### src/odr_pkg.sv
package odr_pkg;
    localparam int NUM_FAULT = 3;
    localparam int NUM_GRP = 2;
    localparam int NUM_LVL = 3;
    localparam int PIN_W = 6;
    localparam int NUM_EVT = 5;
    localparam int ADDR_W = 4;
    localparam int DATA_W = 16;
    localparam int PRESC_W = 7;
    localparam int CNT_W = 5;

    // Register addresses
    localparam logic [3:0] ADDR_ICS_BASE = 4'h0;
    localparam logic [3:0] ADDR_SHORT_BASE = 4'h3;
    localparam logic [3:0] ADDR_LVL_BASE = 4'h5;
    localparam logic [3:0] ADDR_IRQ_STATUS = 4'h8;
    localparam logic [3:0] ADDR_IRQ_CLEAR = 4'h9;
    localparam logic [3:0] ADDR_IRQ_ENABLE = 4'ha;

    // Field positions
    localparam int MODE_LSB = 0;
    localparam int STOP_EN_BIT = 8;
    localparam int FLAG_BIT = 15;
    localparam int SHORT_EN_BIT = 0;
    localparam int SHORT_FLAG_BIT = 15;
    localparam int EVT_SHORT_LSB = 3;

    // Detection modes
    localparam logic [1:0] MODE_EDGE = 2'h0;
    localparam logic [1:0] MODE_DIV8 = 2'h1;
    localparam logic [1:0] MODE_DIV16 = 2'h2;
    localparam logic [1:0] MODE_DIV128 = 2'h3;

    // Prescaler masks for the sampling clocks
    localparam logic [PRESC_W-1:0] MASK_DIV8 = 7'h07;
    localparam logic [PRESC_W-1:0] MASK_DIV16 = 7'h0f;
    localparam logic [PRESC_W-1:0] MASK_DIV128 = 7'h7f;

    // Low-sample counter marks
    localparam logic [CNT_W-1:0] SAMPLE_LAST = 5'h0f;
    localparam logic [CNT_W-1:0] SAMPLE_FULL = 5'h10;

    typedef struct packed {
        logic [1:0] mode;
        logic stop_en;
        logic flag;
    } odr_fault_t;

    typedef struct packed {
        odr_fault_t [NUM_FAULT-1:0] fault;
        logic [NUM_FAULT-1:0] prev;
        logic [NUM_FAULT-1:0][CNT_W-1:0] cnt;
        logic [NUM_GRP-1:0] short_en;
        logic [NUM_GRP-1:0] short_flag;
        logic [NUM_LVL-1:0][PIN_W-1:0] lvl;
        logic [NUM_EVT-1:0] irq_st;
        logic [NUM_EVT-1:0] irq_en;
        logic [PRESC_W-1:0] presc;
        logic [DATA_W-1:0] rdata;
    } odr_state_t;
endpackage

### src/odr_output_disable.sv
// Local design decisions: the register addresses and the strobed register port.
`timescale 1ns/1ns
// Functional notes
// - Mode 00: falling edge accepts request
// - Mode 01: 16 low samples at clk/8
// - Mode 10: 16 low samples at clk/16
// - Mode 11: 16 low samples at clk/128
// - Request flag set once request accepted
// - Each fault input: own mode, own flag
// - Short enable disables group on overlap
// - Two independent short groups, own enables
// - Level register A: six pin levels
// - Level register B: six pin levels
// - Level register C only on variant
// - Per-input stop enable gates output disable
// - Overlap of one cycle triggers short
module odr_output_disable #(
    parameter bit HAS_LEVEL_C = 1'b0
) (
    // Clock and reset
    input wire logic i_clk,
    input wire logic i_rst,
    // Register port
    input wire logic [odr_pkg::ADDR_W-1:0] i_addr,
    input wire logic [odr_pkg::DATA_W-1:0] i_wdata,
    input wire logic i_wr,
    input wire logic i_rd,
    output logic [odr_pkg::DATA_W-1:0] o_rdata,
    // Fault inputs, active low
    input wire logic i_fault_in_a_n,
    input wire logic i_fault_in_b_n,
    input wire logic i_fault_in_c_n,
    // Monitored output pins, pair k is bits 2k (A) and 2k+1 (B)
    input wire logic [odr_pkg::NUM_GRP-1:0][odr_pkg::PIN_W-1:0] i_pwm_pins,
    // Output stop and interrupt
    output logic [odr_pkg::NUM_GRP-1:0] o_out_disable,
    output logic o_irq
);
    odr_pkg::odr_state_t s_r;
    odr_pkg::odr_state_t s_nxt;
    logic [odr_pkg::NUM_FAULT-1:0] fault_n;
    logic tick_d8;
    logic tick_d16;
    logic tick_d128;
    logic [odr_pkg::NUM_FAULT-1:0] tick_sel;
    logic [odr_pkg::NUM_GRP-1:0] both_act;
    logic fault_stop;

    assign fault_n = {i_fault_in_c_n, i_fault_in_b_n, i_fault_in_a_n};
    assign tick_d8 = (s_r.presc & odr_pkg::MASK_DIV8) == odr_pkg::MASK_DIV8;
    assign tick_d16 = (s_r.presc & odr_pkg::MASK_DIV16) == odr_pkg::MASK_DIV16;
    assign tick_d128 = (s_r.presc & odr_pkg::MASK_DIV128) == odr_pkg::MASK_DIV128;

    always_comb begin
        for (int f = 0; f < odr_pkg::NUM_FAULT; f++) begin
            unique case (s_r.fault[f].mode)
                odr_pkg::MODE_DIV8: tick_sel[f] = tick_d8;
                odr_pkg::MODE_DIV16: tick_sel[f] = tick_d16;
                odr_pkg::MODE_DIV128: tick_sel[f] = tick_d128;
                odr_pkg::MODE_EDGE: tick_sel[f] = 1'b0;
            endcase
        end
    end

    // Pair overlap: both pins of a pair at their programmed active level
    always_comb begin
        for (int g = 0; g < odr_pkg::NUM_GRP; g++) begin
            both_act[g] = 1'b0;
            for (int p = 0; p < odr_pkg::PIN_W; p += 2) begin
                both_act[g] = both_act[g] |
                    ((i_pwm_pins[g][p] == s_r.lvl[g][p]) &&
                     (i_pwm_pins[g][p+1] == s_r.lvl[g][p+1]));
            end
        end
    end

    always_comb begin
        logic [odr_pkg::NUM_FAULT-1:0] accept;
        logic [odr_pkg::NUM_GRP-1:0] short_hit;
        accept = '0;
        short_hit = '0;
        s_nxt = s_r;
        s_nxt.rdata = '0;
        s_nxt.presc = s_r.presc + 7'h01;

        // Fault input detection, one independent channel per input
        for (int f = 0; f < odr_pkg::NUM_FAULT; f++) begin
            s_nxt.prev[f] = fault_n[f];
            if (s_r.fault[f].mode == odr_pkg::MODE_EDGE) begin
                s_nxt.cnt[f] = '0;
                accept[f] = s_r.prev[f] & ~fault_n[f];
            end else if (tick_sel[f]) begin
                if (fault_n[f]) begin
                    s_nxt.cnt[f] = '0;
                end else if (s_r.cnt[f] == odr_pkg::SAMPLE_LAST) begin
                    s_nxt.cnt[f] = odr_pkg::SAMPLE_FULL;
                    accept[f] = 1'b1;
                end else if (s_r.cnt[f] != odr_pkg::SAMPLE_FULL) begin
                    s_nxt.cnt[f] = s_r.cnt[f] + 5'h01;
                end
            end
        end

        for (int g = 0; g < odr_pkg::NUM_GRP; g++) begin
            short_hit[g] = s_r.short_en[g] & both_act[g];
        end

        // Register writes; clears come first so a same-cycle event wins
        if (i_wr) begin
            for (int f = 0; f < odr_pkg::NUM_FAULT; f++) begin
                if (i_addr == odr_pkg::ADDR_ICS_BASE + 4'(f)) begin
                    s_nxt.fault[f].mode = i_wdata[odr_pkg::MODE_LSB +: 2];
                    s_nxt.fault[f].stop_en = i_wdata[odr_pkg::STOP_EN_BIT];
                    if (!i_wdata[odr_pkg::FLAG_BIT]) begin
                        s_nxt.fault[f].flag = 1'b0;
                    end
                    if (i_wdata[odr_pkg::MODE_LSB +: 2] != s_r.fault[f].mode) begin
                        s_nxt.cnt[f] = '0;
                    end
                end
            end
            for (int g = 0; g < odr_pkg::NUM_GRP; g++) begin
                if (i_addr == odr_pkg::ADDR_SHORT_BASE + 4'(g)) begin
                    s_nxt.short_en[g] = i_wdata[odr_pkg::SHORT_EN_BIT];
                    if (!i_wdata[odr_pkg::SHORT_FLAG_BIT]) begin
                        s_nxt.short_flag[g] = 1'b0;
                    end
                end
            end
            for (int l = 0; l < odr_pkg::NUM_LVL; l++) begin
                if (i_addr == odr_pkg::ADDR_LVL_BASE + 4'(l) &&
                    (l < odr_pkg::NUM_GRP || HAS_LEVEL_C)) begin
                    s_nxt.lvl[l] = i_wdata[odr_pkg::PIN_W-1:0];
                end
            end
            if (i_addr == odr_pkg::ADDR_IRQ_CLEAR) begin
                s_nxt.irq_st = s_r.irq_st & ~i_wdata[odr_pkg::NUM_EVT-1:0];
            end
            if (i_addr == odr_pkg::ADDR_IRQ_ENABLE) begin
                s_nxt.irq_en = i_wdata[odr_pkg::NUM_EVT-1:0];
            end
        end

        // Hardware sets after software clears
        for (int f = 0; f < odr_pkg::NUM_FAULT; f++) begin
            if (accept[f]) begin
                s_nxt.fault[f].flag = 1'b1;
                s_nxt.irq_st[f] = 1'b1;
            end
        end
        for (int g = 0; g < odr_pkg::NUM_GRP; g++) begin
            if (short_hit[g]) begin
                s_nxt.short_flag[g] = 1'b1;
                s_nxt.irq_st[odr_pkg::EVT_SHORT_LSB + g] = 1'b1;
            end
        end

        // Read data, valid the cycle after the strobe
        if (i_rd) begin
            for (int f = 0; f < odr_pkg::NUM_FAULT; f++) begin
                if (i_addr == odr_pkg::ADDR_ICS_BASE + 4'(f)) begin
                    s_nxt.rdata[odr_pkg::MODE_LSB +: 2] = s_r.fault[f].mode;
                    s_nxt.rdata[odr_pkg::STOP_EN_BIT] = s_r.fault[f].stop_en;
                    s_nxt.rdata[odr_pkg::FLAG_BIT] = s_r.fault[f].flag;
                end
            end
            for (int g = 0; g < odr_pkg::NUM_GRP; g++) begin
                if (i_addr == odr_pkg::ADDR_SHORT_BASE + 4'(g)) begin
                    s_nxt.rdata[odr_pkg::SHORT_EN_BIT] = s_r.short_en[g];
                    s_nxt.rdata[odr_pkg::SHORT_FLAG_BIT] = s_r.short_flag[g];
                end
            end
            for (int l = 0; l < odr_pkg::NUM_LVL; l++) begin
                if (i_addr == odr_pkg::ADDR_LVL_BASE + 4'(l) &&
                    (l < odr_pkg::NUM_GRP || HAS_LEVEL_C)) begin
                    s_nxt.rdata[odr_pkg::PIN_W-1:0] = s_r.lvl[l];
                end
            end
            if (i_addr == odr_pkg::ADDR_IRQ_STATUS) begin
                s_nxt.rdata[odr_pkg::NUM_EVT-1:0] = s_r.irq_st;
            end
            if (i_addr == odr_pkg::ADDR_IRQ_ENABLE) begin
                s_nxt.rdata[odr_pkg::NUM_EVT-1:0] = s_r.irq_en;
            end
        end
    end

    always_ff @(posedge i_clk or posedge i_rst) begin
        if (i_rst) begin
            s_r <= '0;
        end else begin
            s_r <= s_nxt;
        end
    end

    // An accepted fault with its stop enable set stops both groups; a short stops only its own group
    always_comb begin
        fault_stop = 1'b0;
        for (int f = 0; f < odr_pkg::NUM_FAULT; f++) begin
            fault_stop = fault_stop | (s_r.fault[f].flag & s_r.fault[f].stop_en);
        end
        for (int g = 0; g < odr_pkg::NUM_GRP; g++) begin
            o_out_disable[g] = fault_stop | s_r.short_flag[g];
        end
    end

    assign o_rdata = s_r.rdata;
    assign o_irq = |(s_r.irq_st & s_r.irq_en);

    // Helpers for the assertions below
    logic [odr_pkg::PIN_W-1:0] wr_lvl;
    logic [odr_pkg::NUM_FAULT-1:0] stop_req;
    assign wr_lvl = i_wdata[odr_pkg::PIN_W-1:0];
    assign stop_req = {s_r.fault[2].flag & s_r.fault[2].stop_en, s_r.fault[1].flag & s_r.fault[1].stop_en,
        s_r.fault[0].flag & s_r.fault[0].stop_en};
endmodule

### config.mk
export PLATFORM = sky130hd
export DESIGN_NAME = odr_output_disable
export DESIGN_NICKNAME = d
export VERILOG_FILES = /design/src/odr_pkg.sv /design/src/odr_output_disable.sv
export SDC_FILE = /design/constraint.sdc
export NUM_CORES = 1
export LEC_CHECK = 0
export BUFFER_PORTS_ARGS = -buffer_cell sky130_fd_sc_hd__buf_4
export CAP_MARGIN = 20
export CORE_UTILIZATION = 58
export CTS_CLUSTER_DIAMETER = 80
export DETAILED_ROUTE_END_ITERATION = 8
export GPL_TIMING_DRIVEN = 1
export PLACE_DENSITY = 0.87
export SLEW_MARGIN = 30
export SYNTH_ARGS = -nofsm -noshare
export SYNTH_HDL_FRONTEND = slang
export SYNTH_SLANG_ARGS = --single-unit
### constraint.sdc
create_clock -name i_clk -period 2.9 [get_ports i_clk]
set_input_delay 0.58 -clock i_clk [delete_from_list [all_inputs] [get_ports i_clk]]
set_output_delay 0.58 -clock i_clk [all_outputs]
set_load 0.01 [all_outputs]
==> metrics.csv <==
metric;value;unit
Max transition margin;60.2;%
Port Buffers;41;
Routed Antenna Nets;0;
core area;0.00683;sq mm
largest family of logic cells by synthesized area;compound AO/OA/AOI/OAI gates;
Fin. Hold Viols;0;
most common cell in the netlist;dfrtp_1;
area share of fa/ha/maj cells after synthesis;3.32;%
simple-gate share of the synthesized area;17.2;%
Crit-path slowest cell;a222oi_1;
CTS tree;built;
Max Transition Viols Final;0;
Crit Path Max Fanout;3;
post-synth top area share;42.9;%
Area contributors post-synth;dfrtp_1, o21ai_0, xor2_1;
HP Class;primary input to async pin;
final setup margin;711;ps
initial DRC count;288;
cells after synthesis;419;
RSZ-0062 raised after global routing;false;
Post-synth EDFFs;0;
Post-synth ARST share;100;%
via count;3333;
H-tree depth;3;
max incr delay on CP;510;ps
Total Power;0.00246;W
Reg2Reg Depth;6;
synthesis-to-layout area growth;11.1;%
TritonRoute pass-1 iters;8;
critical path arrival;1610;ps
die height;86.5;um
layout cells sized above 1;20.0;%
yosys warns;0;
CTS buffer count;9;
Synth cell types;57;
max frequency;457;MHz
CP Class;register to output port;
GRT Util Overall;27.6;%
num ports;58;
# setup viols final;0;
DRC viols;0;
Worst-path clk slew;80;ps
total grt overflow;0;
post-synthesis sequential area ratio;42.9;%
vias in the first global route;3256;
compound-gate portion of the synthesized area;18.5;%
Max Cap Violations;0;
post-synthesis share of cell area spent on xor and xnor gates;4.02;%
outcome;completed;
Clock Path Buffers;2;
setup TNS;0;ps
routed length per instance;17.0;um
clk root buf;clkbuf_8;
mux share of post-synthesis cell area;6.56;%
hold_buf cts;0;
fin crit period;2190;ps
antenna violations before repair;0;
Layout fillers;543;
CP required;2320;ps
Rows;30;
initial core utilization;60.6;%
Mapped Area;0.00414;sq mm
Skew-Pair Late Insertion Delay;360;ps
CP Launch Type;register;
Final nets;499;
Resized cells post-CTS;0;
Commonest cells post-synth;dfrtp_1, nand2_1, o21ai_0;
Worst path depth;3;
antenna fix cells;0;
Buf/Inv on CP;1;
area leader, netlist;dfrtp_1;
Worst setup EP type;output port;
Post-CTS Setup Inserts;0;
Peak VDD IR;370;uV
area of the multi-input gates;0.00208;sq mm
die area;0.00748;sq mm
Storage cell area;0.00178;sq mm
GPL Wtd Cong;0.865;
count of state elements after synthesis;71;
leakage power;2.00;nW
Synth Flop Type;dfrtp_1;
via/cell ratio;6.06;
drt total wl;9.37;mm
Pwr per Cell Area;536;mW/mm^2
pre-CTS setup slack;693;ps
Worst Tran Pin Value;597;ps
Die Wd;86.5;um
largest net degree at the start of global routing;45;
Crit path max-delay family;compound AO/OA/AOI/OAI gates;
Post-DP HPWL;6.83;mm
worst path cell trace;a222oi_1 -> nand2b_1 -> buf_4;
Worst Skew;12.8;ps
average cell area after synthesis;9.88;sq um
global-route wire length before repair;15.6;mm
Clock Sinks;71;
period utilisation layout;75.5;%
-- metrics by stage --
step           instances  instance area (sq um)  hold WS [ps]  util [%]
4_1_cts              550                   4600           303      67.3
3_3_place_gp         534                   4420           444      64.8
2_1_floorplan        426                   4170           423         -
3_5_place_dp         534                   4420           464      64.8
5_1_grt              550                   4600           342      67.3
6_report             550                   4600           289      67.3
-- layout by cell type (no fill, tap or decap), types with 3 or more instances in the layout --
cell / n
nor2_1: 22
nor2_2: 3
clkbuf_8: 11
o211ai_1: 3
a211o_1: 3
buf_4: 44
nand2b_1: 11
inv_2: 4
a41oi_1: 3
nor3_1: 9
a211oi_4: 3
mux2_2: 11
a22oi_1: 5
and3_1: 8
inv_1: 21
o32a_1: 3
o22ai_1: 6
nand2_1: 31
mux2i_1: 8
o311ai_1: 6
a221oi_2: 3
and3_2: 3
nand3b_1: 3
nor2b_1: 10
a2bb2oi_1: 4
nor3b_1: 6
xor2_1: 17
o32ai_1: 4
ha_1: 11
a21oi_1: 14
dfrtp_1: 71
conb_1: 8
or3_1: 3
o21ai_0: 31
nand3_1: 13
nor4bb_1: 3
mux2_1: 4
o2111ai_1: 3
-- registers in the layout, indices dropped and copies added (netlist names) --
| signal | count |
|---|---|
| s_r | 63 |
| o_rdata | 8 |
-- power by group --
group          internal (W)  total, W  switching (W)
Clock              0.000355  0.000711       0.000356
Combinational      0.000233  0.000512       0.000280
Sequential          0.00111   0.00124       0.000132
-- logic make-up after synthesis --
kind of cell             Yosys count
AND/OR/NAND/NOR                  131
AO/OA/AOI/OAI                    104
flip-flops                        71
buffers and inverters             58
multiplexers                      24
XOR/XNOR                          19
adder cells (fa/ha/maj)           11
other                              1
-- worst register-to-register path: stages, from the launching register on --
cell	delay (ps)
dfrtp_1	400
ha_1	250
and3_1	190
ha_1	230
nor3_1	380
o21ai_1	170
a221oi_2	290
-- final timing paths --
path / to / slack [ps] / startpoint
min in group i_clk: s_r[70]$_DFF_PP0_ / 390 / i_fault_in_a_n
setup reg to reg: s_r[55]$_DFF_PP0_ / 890 / s_r[55]$_DFF_PP0_
setup / recovery: o_out_disable[1] / 710 / s_r[73]$_DFFE_PP0P_
hold / removal: s_r[42]$_DFFE_PP0P_ / 290 / i_rst
max in group asynchronous: s_r[65]$_DFF_PP0_ / 1980 / i_rst
hold reg to reg: s_r[16]$_DFF_PP0_ / 470 / s_r[16]$_DFF_PP0_
-- layout make-up --
cell class | instances | share of cell area (%)
clock buffers | 13 | 3.45
clock inverters | 3 | 0.381
inverters | 25 | 2.04
multi-input cells | 297 | 45.3
flip-flops and latches | 71 | 38.6
well taps | 96 | 2.61
repair buffers | 45 | 7.61
-- metal layers --
layer / GRT usage, % / wire length (um)
met1: 35.0 / 3880
met2: 45.2 / 4600
met3: 6.38 / 612
met4: 12.7 / 282
met5: 0 / 0
Note: power is estimated with default switching activity, not from simulation.
